`config.mk`:
```
export PLATFORM = sky130hd
export DESIGN_NAME = scs_top
export DESIGN_NICKNAME = d
export VERILOG_FILES = /design/src/scs_pkg.sv /design/src/scs_top.sv /design/src/scs_sync.sv /design/src/scs_div.sv
export VERILOG_INCLUDE_DIRS = /design/src
export SDC_FILE = /design/constraint.sdc
export NUM_CORES = 1
export LEC_CHECK = 0
export ABC_CLOCK_PERIOD_IN_PS = 4400
export BUFFER_PORTS_ARGS = -buffer_cell sky130_fd_sc_hd__buf_2
export CELL_PAD_IN_SITES_DETAIL_PLACEMENT = 2
export CELL_PAD_IN_SITES_GLOBAL_PLACEMENT = 2
export CORE_MARGIN = 8
export CORE_UTILIZATION = 39
export CTS_CLUSTER_DIAMETER = 50
export DETAILED_ROUTE_END_ITERATION = 12
export PLACE_DENSITY_LB_ADDON = 0.25
export SYNTH_ARGS = -nofsm -noshare
export SYNTH_HDL_FRONTEND = slang
export SYNTH_SLANG_ARGS = --single-unit
```
`constraint.sdc`:
```
create_clock -name sys_clk -period 4.4 [get_ports sys_clk]
set_clock_uncertainty 0.2 [all_clocks]
set_input_delay 0.22 -clock sys_clk [delete_from_list [all_inputs] [get_ports sys_clk]]
set_output_delay 0.22 -clock sys_clk [all_outputs]
set_load 0.05 [all_outputs]
```
`src/scs_map.svh`:
```
// Purpose: Constants for the system clock source selector
// Assumes: sys_clk at 200 MHz
// Notes:   Field widths beyond the prescaler are local choices
`ifndef SCS_MAP_SVH
`define SCS_MAP_SVH

// Source select codes
`define SCS_SEL_WAKE        2'h0
`define SCS_SEL_RSVD        2'h1
`define SCS_SEL_PRESC       2'h2
`define SCS_SEL_DIRECT      2'h3

// Field widths
`define SCS_K1_W            10
`define SCS_P_W             4
`define SCS_N_W             8
`define SCS_K2_W            7
`define SCS_FACT_W          12

// VCO band codes
`define SCS_BAND_LOW        2'h0
`define SCS_BAND_HIGH       2'h1

// Phase increment limits per band, in 1/65536 of sys_clk
`define SCS_ACC_W           16
`define SCS_ERR_W           16
`define SCS_BAND0_MIN       16'h0400
`define SCS_BAND0_MAX       16'h3000
`define SCS_BAND1_MIN       16'h0800
`define SCS_BAND1_MAX       16'h6000
`define SCS_ERR_MAX         16'h7000
`define SCS_ERR_MIN         16'h9000
`define SCS_LOCK_TOL        16'h0040

// Tracking step interval
`define SCS_CLK_PERIOD_NS   5
`define SCS_TRACK_NS        100
`define SCS_TRACK_CYC       (`SCS_TRACK_NS / `SCS_CLK_PERIOD_NS)
`define SCS_TRK_W           8

`endif

```
`src/scs_pkg.sv`:
```
// Purpose: Types for the system clock source selector
// Assumes: Nothing beyond the map header
// Notes:   Mode codes are one-hot
package scs_pkg;

    typedef enum logic [3:0] {
        SCS_MODE_WAKE   = 4'h1,
        SCS_MODE_PRESC  = 4'h2,
        SCS_MODE_PLL    = 4'h4,
        SCS_MODE_DIRECT = 4'h8
    } scs_mode_t;

    typedef struct packed {
        logic ext;
        logic xtal;
        logic intc;
        logic wake;
    } scs_src_t;

endpackage

```
`src/scs_top.sv`:
```
// Purpose: System clock source selection and derivation
// Assumes: Clock pins are sampled at 200 MHz; config ports are sys_clk logic
// Notes:   The system clock leaves as a sampled level, not a real clock tree
`include "scs_map.svh"

module scs_top (
    input  wire logic                    sys_clk,
    input  wire logic                    rst_n,
    input  wire logic                    external_clock_input,
    input  wire logic                    crystal_input,
    input  wire logic                    internal_clock_source,
    input  wire logic                    wakeup_clock_source,
    input  wire logic [1:0]              clock_source_select,
    input  wire logic                    vco_bypass,
    input  wire logic                    base_clock_select,
    input  wire logic [`SCS_K1_W-1:0]    prescaler_divider_field,
    input  wire logic [`SCS_P_W-1:0]     pll_input_divider_field,
    input  wire logic [`SCS_N_W-1:0]     pll_multiplier_field,
    input  wire logic [`SCS_K2_W-1:0]    pll_output_divider_field,
    input  wire logic [1:0]              vco_band_select,
    output logic                         system_clock_out,
    output scs_pkg::scs_mode_t           active_mode,
    output logic [1:0]                   vco_band_active,
    output logic                         pll_locked
);

    // Field plus one, at divider width
    function automatic logic [`SCS_FACT_W-1:0] plus_one(input logic [`SCS_FACT_W-1:0] f);
        return f + `SCS_FACT_W'(1);
    endfunction

    // Level of the clock that a mode would deliver
    function automatic logic mode_level(input scs_pkg::scs_mode_t m,
                                        input logic wake_l, input logic presc_l,
                                        input logic pll_l,  input logic ext_l);
        logic lvl;
        lvl = 1'b0;
        unique case (m)
            scs_pkg::SCS_MODE_WAKE:   lvl = wake_l;
            scs_pkg::SCS_MODE_PRESC:  lvl = presc_l;
            scs_pkg::SCS_MODE_PLL:    lvl = pll_l;
            scs_pkg::SCS_MODE_DIRECT: lvl = ext_l;
        endcase
        return lvl;
    endfunction

    // Phase increment limits of a VCO band
    function automatic logic [`SCS_ACC_W-1:0] band_limit(input logic [1:0] band,
                                                         input logic       upper);
        logic [`SCS_ACC_W-1:0] lim;
        lim = upper ? `SCS_BAND0_MAX : `SCS_BAND0_MIN;
        if (band == `SCS_BAND_HIGH)
            lim = upper ? `SCS_BAND1_MAX : `SCS_BAND1_MIN;
        return lim;
    endfunction

    scs_pkg::scs_src_t src_raw;
    scs_pkg::scs_src_t src;

    assign src_raw.ext  = external_clock_input;
    assign src_raw.xtal = crystal_input;
    assign src_raw.intc = internal_clock_source;
    assign src_raw.wake = wakeup_clock_source;

    scs_sync #(
        .W        (4)
    ) u_sync (
        .sys_clk  (sys_clk),
        .rst_n    (rst_n),
        .async_in (src_raw),
        .sync_out (src)
    );

    // Base clock shared by prescaler and PLL input
    logic base_lvl;
    assign base_lvl = base_clock_select ? src.intc : src.xtal;

    // Prescaler path
    logic [`SCS_FACT_W-1:0] k1_factor;
    logic                   k1_lvl;

    // 10-bit field caps K1 at 1024
    assign k1_factor = plus_one(`SCS_FACT_W'(prescaler_divider_field));

    scs_div u_k1 (
        .sys_clk   (sys_clk),
        .rst_n     (rst_n),
        .level_in  (base_lvl),
        .factor    (k1_factor),
        .level_out (k1_lvl)
    );

    // Select decode
    logic               sel_direct;
    logic               sel_wake;
    logic               sel_rsvd;
    logic               sel_base;
    scs_pkg::scs_mode_t mode_q;

    assign sel_direct = (clock_source_select == `SCS_SEL_DIRECT);
    assign sel_wake   = (clock_source_select == `SCS_SEL_WAKE);
    assign sel_rsvd   = (clock_source_select == `SCS_SEL_RSVD);
    assign sel_base   = (clock_source_select == `SCS_SEL_PRESC);

    // PLL enable and factors
    logic pll_en;
    logic pll_run;
    assign pll_en = sel_base && !vco_bypass;
    // Keep the loop running until the switch away completes; a frozen
    // output divider could otherwise sit high and block the change-over
    assign pll_run = pll_en || (mode_q == scs_pkg::SCS_MODE_PLL);

    logic [`SCS_FACT_W-1:0] p_factor;
    logic [`SCS_FACT_W-1:0] n_factor;
    logic [`SCS_FACT_W-1:0] k2_factor;

    assign p_factor  = plus_one(`SCS_FACT_W'(pll_input_divider_field));
    assign n_factor  = plus_one(`SCS_FACT_W'(pll_multiplier_field));
    assign k2_factor = plus_one(`SCS_FACT_W'(pll_output_divider_field));

    // Band register ignores reserved codes, keeping the last legal band
    logic [1:0] band_q;
    logic       band_legal;
    assign band_legal = !vco_band_select[1];

    logic [`SCS_ACC_W-1:0] inc_min;
    logic [`SCS_ACC_W-1:0] inc_max;
    assign inc_min = band_limit(band_q, 1'b0);
    assign inc_max = band_limit(band_q, 1'b1);

    // Numerically controlled VCO
    logic [`SCS_ACC_W-1:0] acc_q;
    logic [`SCS_ACC_W-1:0] inc_q;
    logic [`SCS_ACC_W-1:0] inc_d;
    logic                  vco_lvl;
    logic                  vco_prev_q;
    logic                  vco_rise;
    logic                  in_prev_q;
    logic                  in_rise;

    assign vco_lvl  = acc_q[`SCS_ACC_W-1];
    assign vco_rise = vco_lvl & ~vco_prev_q;
    assign in_rise  = base_lvl & ~in_prev_q;

    // Frequency error: input edges weigh N, VCO edges weigh P,
    // so the loop settles where f_vco * P equals f_in * N
    logic signed [`SCS_ERR_W-1:0] err_q;
    logic signed [`SCS_ERR_W+1:0] err_sum;
    logic signed [`SCS_ERR_W-1:0] err_d;

    assign err_sum = (`SCS_ERR_W+2)'(err_q)
                   + (in_rise  ? (`SCS_ERR_W+2)'(n_factor) : '0)
                   - (vco_rise ? (`SCS_ERR_W+2)'(p_factor) : '0);

    // Saturate so a long outage cannot wrap the error sign
    logic err_over;
    logic err_under;
    assign err_over  = err_sum > (`SCS_ERR_W+2)'(signed'(`SCS_ERR_MAX));
    assign err_under = err_sum < (`SCS_ERR_W+2)'(signed'(`SCS_ERR_MIN));
    assign err_d = err_over  ? signed'(`SCS_ERR_MAX)
                 : err_under ? signed'(`SCS_ERR_MIN)
                 : err_sum[`SCS_ERR_W-1:0];

    // Tracking step pacing
    logic [`SCS_TRK_W-1:0] trk_q;
    logic                  trk_en;
    assign trk_en = (trk_q == `SCS_TRK_W'(`SCS_TRACK_CYC - 1));

    // One increment step per tracking pulse keeps frequency changes smooth
    logic [`SCS_ACC_W-1:0] inc_step;
    assign inc_step = (err_q > 0 && inc_q < inc_max) ? inc_q + `SCS_ACC_W'(1)
                    : (err_q < 0 && inc_q > inc_min) ? inc_q - `SCS_ACC_W'(1)
                    : inc_q;

    // Clamp into the band when the band changes
    assign inc_d = (inc_q < inc_min) ? inc_min
                 : (inc_q > inc_max) ? inc_max
                 : trk_en ? inc_step : inc_q;

    always_ff @(posedge sys_clk or negedge rst_n) begin
        if (!rst_n) begin
            band_q <= `SCS_BAND_LOW;
        end else if (band_legal) begin
            band_q <= vco_band_select;
        end
    end

    always_ff @(posedge sys_clk or negedge rst_n) begin
        if (!rst_n) begin
            trk_q <= '0;
        end else begin
            trk_q <= trk_en ? '0 : trk_q + `SCS_TRK_W'(1);
        end
    end

    // Disabled PLL is held at rest so it restarts from a known point
    always_ff @(posedge sys_clk or negedge rst_n) begin
        if (!rst_n) begin
            acc_q      <= '0;
            inc_q      <= `SCS_BAND0_MIN;
            err_q      <= '0;
            in_prev_q  <= 1'b0;
            vco_prev_q <= 1'b0;
        end else if (!pll_run) begin
            acc_q      <= '0;
            inc_q      <= inc_min;
            err_q      <= '0;
            in_prev_q  <= base_lvl;
            vco_prev_q <= 1'b0;
        end else begin
            acc_q      <= acc_q + inc_q;
            inc_q      <= inc_d;
            err_q      <= err_d;
            in_prev_q  <= base_lvl;
            vco_prev_q <= vco_lvl;
        end
    end

    // Output divider K2 on the VCO level
    logic k2_lvl;

    scs_div u_k2 (
        .sys_clk   (sys_clk),
        .rst_n     (rst_n),
        .level_in  (vco_lvl),
        .factor    (k2_factor),
        .level_out (k2_lvl)
    );

    // Lock window on the frequency error
    logic err_small;
    assign err_small = (err_q < signed'(`SCS_LOCK_TOL)) && (err_q > -signed'(`SCS_LOCK_TOL));

    // Requested mode; reserved select keeps the current mode
    scs_pkg::scs_mode_t mode_req;

    assign mode_req = sel_direct ? scs_pkg::SCS_MODE_DIRECT
                    : sel_wake   ? scs_pkg::SCS_MODE_WAKE
                    : sel_rsvd   ? mode_q
                    : vco_bypass ? scs_pkg::SCS_MODE_PRESC
                    : scs_pkg::SCS_MODE_PLL;

    logic cand_lvl;
    logic cur_lvl;
    logic switch_ok;

    assign cand_lvl = mode_level(mode_req, src.wake, k1_lvl, k2_lvl, src.ext);
    assign cur_lvl  = mode_level(mode_q,   src.wake, k1_lvl, k2_lvl, src.ext);

    // Change over only while both old and new clocks sit low,
    // so no high phase is cut short; the low phase can be shorter than either clock's
    assign switch_ok = (mode_req != mode_q) && !system_clock_out && !cur_lvl && !cand_lvl;

    always_ff @(posedge sys_clk or negedge rst_n) begin
        if (!rst_n) begin
            mode_q <= scs_pkg::SCS_MODE_WAKE;
        end else if (switch_ok) begin
            mode_q <= mode_req;
        end
    end

    always_ff @(posedge sys_clk or negedge rst_n) begin
        if (!rst_n) begin
            system_clock_out <= 1'b0;
            active_mode      <= scs_pkg::SCS_MODE_WAKE;
        end else begin
            system_clock_out <= switch_ok ? 1'b0 : cur_lvl;
            active_mode      <= mode_q;
        end
    end

    // Lock reports only while the loop is asked for, not during its run-out
    always_ff @(posedge sys_clk or negedge rst_n) begin
        if (!rst_n) begin
            vco_band_active <= `SCS_BAND_LOW;
            pll_locked      <= 1'b0;
        end else begin
            vco_band_active <= band_q;
            pll_locked      <= pll_en && err_small;
        end
    end

endmodule

```
`src/scs_sync.sv`:
```
// Purpose: Two-flop synchroniser for asynchronous clock pins
// Assumes: Inputs are levels from outside the sys_clk domain
// Notes:   First stage feeds only the second stage
module scs_sync #(
    parameter int W = 4
) (
    input  wire logic         sys_clk,
    input  wire logic         rst_n,
    input  wire logic [W-1:0] async_in,
    output logic      [W-1:0] sync_out
);

    logic [W-1:0] meta_q;

    always_ff @(posedge sys_clk or negedge rst_n) begin
        if (!rst_n) begin
            meta_q   <= '0;
            sync_out <= '0;
        end else begin
            meta_q   <= async_in;
            sync_out <= meta_q;
        end
    end

endmodule

```
`src/scs_div.sv`:
```
// Purpose: Integer divider of a sampled clock level
// Assumes: level_in toggles slower than half of sys_clk
// Notes:   Factor 1 passes the level through, keeping its duty cycle
`include "scs_map.svh"

module scs_div (
    input  wire logic                    sys_clk,
    input  wire logic                    rst_n,
    input  wire logic                    level_in,
    input  wire logic [`SCS_FACT_W-1:0]  factor,
    output logic                         level_out
);

    logic                   prev_q;
    logic [`SCS_FACT_W-1:0] cnt_q;
    logic [`SCS_FACT_W-1:0] cnt_d;
    logic [`SCS_FACT_W-1:0] half;
    logic                   rise;
    logic                   out_d;

    assign rise  = level_in & ~prev_q;
    assign half  = factor >> 1;
    assign cnt_d = (cnt_q >= factor - `SCS_FACT_W'(1)) ? '0 : cnt_q + `SCS_FACT_W'(1);
    // Odd factors give the shorter half high
    assign out_d = (factor <= `SCS_FACT_W'(1)) ? level_in : (cnt_q < half);

    always_ff @(posedge sys_clk or negedge rst_n) begin
        if (!rst_n) begin
            prev_q    <= 1'b0;
            cnt_q     <= '0;
            level_out <= 1'b0;
        end else begin
            prev_q    <= level_in;
            if (rise)
                cnt_q <= cnt_d;
            level_out <= out_d;
        end
    end

endmodule

```
==> impl_metrics.csv <==
group,metric,value,unit
timing,clock.fmax,244,MHz
detailed_routing,wl,25000,um
detailed_routing,drtIter0Drc,264,
timing,setup_viol,0,
final_layout,stdcell_count,1309,
power,power,6.09,mW
clocking,clk_latency,0.36,ns
placement,dp.cells,1282,
synthesis,ys_warn_count,0,
clocking,clockRootBuffer,"clkbuf_16",
synthesis,synth_area_leaders,"dfrtp_1 30%, ha_1 16%, xnor2_1 5.3%, xor2_1 4.4%, nor2_1 3.9%",
synthesis,synth_most_common_cell,"ha_1",
placement,place_hpwl,19500,um
timing,max_slew.worst_pin.slew,0.703,ns
clocking,path_clk_slew,0.07,ns
floorplanning,die_w,165,um
final_layout,syn_to_final_growth,12.7,%
floorplanning,start_util,39.6,%
final_layout,drive_above_1_share,11.4,%
critical_path,cp.required,4.46,ns
synthesis,syn_inst,953,
detailed_routing,detail-route-antenna-nets,0,
clocking,cts-buffers-inserted,9,
global_route,grt_usage,18.9,%
critical_path,ff2ff_path_depth,15,
timing,slew_viol_final,0,
synthesis,synthTopCellsByCount,"112 x ha_1, 102 x dfrtp_1, 90 x nor2_1",
detailed_routing,first_pass_iters,4,
timing,finalHoldViolCount,0,
synthesis,syn_area,8610,sq um
floorplanning,die_h,165,um
synthesis,synth_edf_count,0,
global_route,grt_overflow,0,
timing,slew_headroom,53.0,%
timing,period_needed,4.11,ns
final_layout,diodes,0,
critical_path,cp-start-kind,"flip-flop",
synthesis,yosysUniqueCellTypes,68,
outcome,outcome,"finished clean",
timing,rsz0062_at_grt,"false",
critical_path,r2r_setup_slack,0.29,ns
min_path,min_path_cells,2,
global_route,antenna_found_initial,0,
synthesis,synth_top_area_cell,"dfrtp_1",
global_route,grt_max_degree,49,
critical_path,end_kind,"flip-flop",
placement,globalplace.congestion,0.809,
clocking,ctsLongestPathBuffers,2,
global_route,grt_pass1_vias,8244,
final_layout,utilization,44.6,%
power,peakVddDrop,0.000403,V
critical_path,crit_fanout,13,
flow_run,cap_violations,0,
synthesis,synth_top_flop_cell,"dfrtp_1",
power,powerDensity,628,nW/um^2
floorplanning,coreArea,21800,sq um
clocking,cts_sinks,105,
placement,placed_area,9270,sq um
timing,final.period_utilization,93.3,%
global_route,grt_pass1_wl,41800,um
synthesis,synth_fp_nets,1113,
floorplanning,die-area,27100,sq um
detailed_routing,vias,7302,
final_layout,fin_area,9700,sq um
critical_path,arrival,4.16,ns
clocking,htreeDepth,3,
detailed_routing,drc,0,
synthesis,syn_area_per_cell,9.03,sq um
floorplanning,rows,54,
critical_path,worstSetupPathType,"reg2reg",
placement,port_buffers,47,
timing,whs,0.0369,ns
synthesis,async_flop_share,100,%
floorplanning,io_pins,49,
final_layout,final_nets,1184,
synthesis,yosysSeqAreaShare,30.6,%
min_path,hold_path_class,"in2reg",
synthesis,synth_top_area_share,29.7,%
detailed_routing,via_per_inst,5.58,
clocking,cts_tree,"done",
detailed_routing,routedWlPerCell,19.1,um
power,p_leak,4.51,nW
synthesis,synth-seq-cells,105,
stage by stage:
stage               setup WS, ns  TNS, ns
global route              0.0209        0
detailed placement        -0.205    -2.31
floorplan                  0.393        0
finish                     0.294        0
global placement         -0.0505   -0.458
CTS                        0.133        0
what timing repair did:
| action | CTS | global route |
|---|---|---|
| resized for setup | 0 | 2 |
| cloned | 0 | 0 |
| hold buffers | 9 | 0 |
| pin swaps | 1 | 1 |
| endpoints found under the setup margin | 13 | 15 |
| setup buffers | 2 | 0 |
| hold endpoints to repair | 30 | 0 |
layout make-up:
class / count / area [sq um]
Timing Repair Buffer: 78 / 505
Clock buffer: 10 / 229
Inverter: 66 / 248
Fill cell: 2400 / 12100
Sequential cell: 105 / 2630
Clock inverter: 6 / 78.8
Multi-Input combinational cell: 764 / 5660
Tap cell: 280 / 350
state kept, by name, indices dropped and copies added (netlist names), 4 cells and up:
signal           cells
active_mode          4
acc_q               16
u_sync.meta_q        4
trk_q                8
u_k1.cnt_q          12
mode_q               4
u_sync.sync_out      4
err_q               16
inc_q               16
u_k2.cnt_q          12
cells by family after synthesis:
| group | Yosys count | synth area share [%] |
|---|---|---|
| xor gates and xnor gates | 95 | 9.67 |
| and+or+nand+nor | 316 | 18.4 |
| DFF | 105 | 30.6 |
| buffers and inverters | 84 | 3.87 |
| adders and majority gates | 119 | 17.9 |
| muxes | 14 | 1.67 |
| other | 1 | 0.0436 |
| AOI/OAI and AO/OA | 219 | 17.9 |
worst max-delay path: stages, from the launching register on:
cell and delay [ns]:
dfrtp_1 0.37, mux2i_1 0.22, nor2_2 0.12, and2_1 0.18, fa_1 0.51, inv_1 0.07
fa_1 0.45, nand2b_1 0.19, a21oi_1 0.19, o21a_2 0.24, nor3_1 0.09, a2111oi_4 0.37
and4b_1 0.30, o41ai_4 0.11, buf_12 0.18, a211oi_1 0.22
final timing paths:
check,start,endpoint
worst max-delay path,u_sync.sync_out[1],err_q[1]
worst min-delay path,clock_source_select[0],mode_q[3]
min in group asynchronous,rst_n,u_k1.cnt_q[11]
max in group asynchronous,rst_n,err_q[15]
worst min register to register,u_sync.meta_q[1],u_sync.sync_out[1]
worst max register to register,u_sync.sync_out[1],err_q[1]
cells in the final DEF (no fill, tap or decap), drive strengths merged, types with 6 or more instances in the layout:
cell	n
nand2b	20
inv	71
xnor2	52
and2	11
o21a	7
nand3	33
a21oi	51
nor4	10
o21bai	7
or2	6
nor2	90
xor2	43
mux2i	11
clkbuf	10
ha	112
a211oi	26
fa	7
a21o	27
nor2b	13
a31oi	9
o21ai	43
buf	69
nor3	19
nand4	15
nand2	57
a22o	6
dlygate4sd3	9
dfrtp	102
and3	21
routing by layer:
| layer | global-route usage [%] | up-vias | wire (um) |
|---|---|---|---|
| li1 | - | 3536 | - |
| met1 | 22.1 | 3663 | 11100 |
| met2 | 35.6 | 72 | 13000 |
| met3 | 2.54 | 31 | 510 |
| met4 | 4.75 | 0 | 388 |
| met5 | 0 | - | 0 |
power by group:
group / internal, mW / switching (mW) / total (mW)
Sequential: 1.11 / 0.184 / 1.29
Clock: 0.457 / 0.399 / 0.855
Combinational: 1.64 / 2.31 / 3.94
No activity file was read; power rests on OpenSTA's default activity.
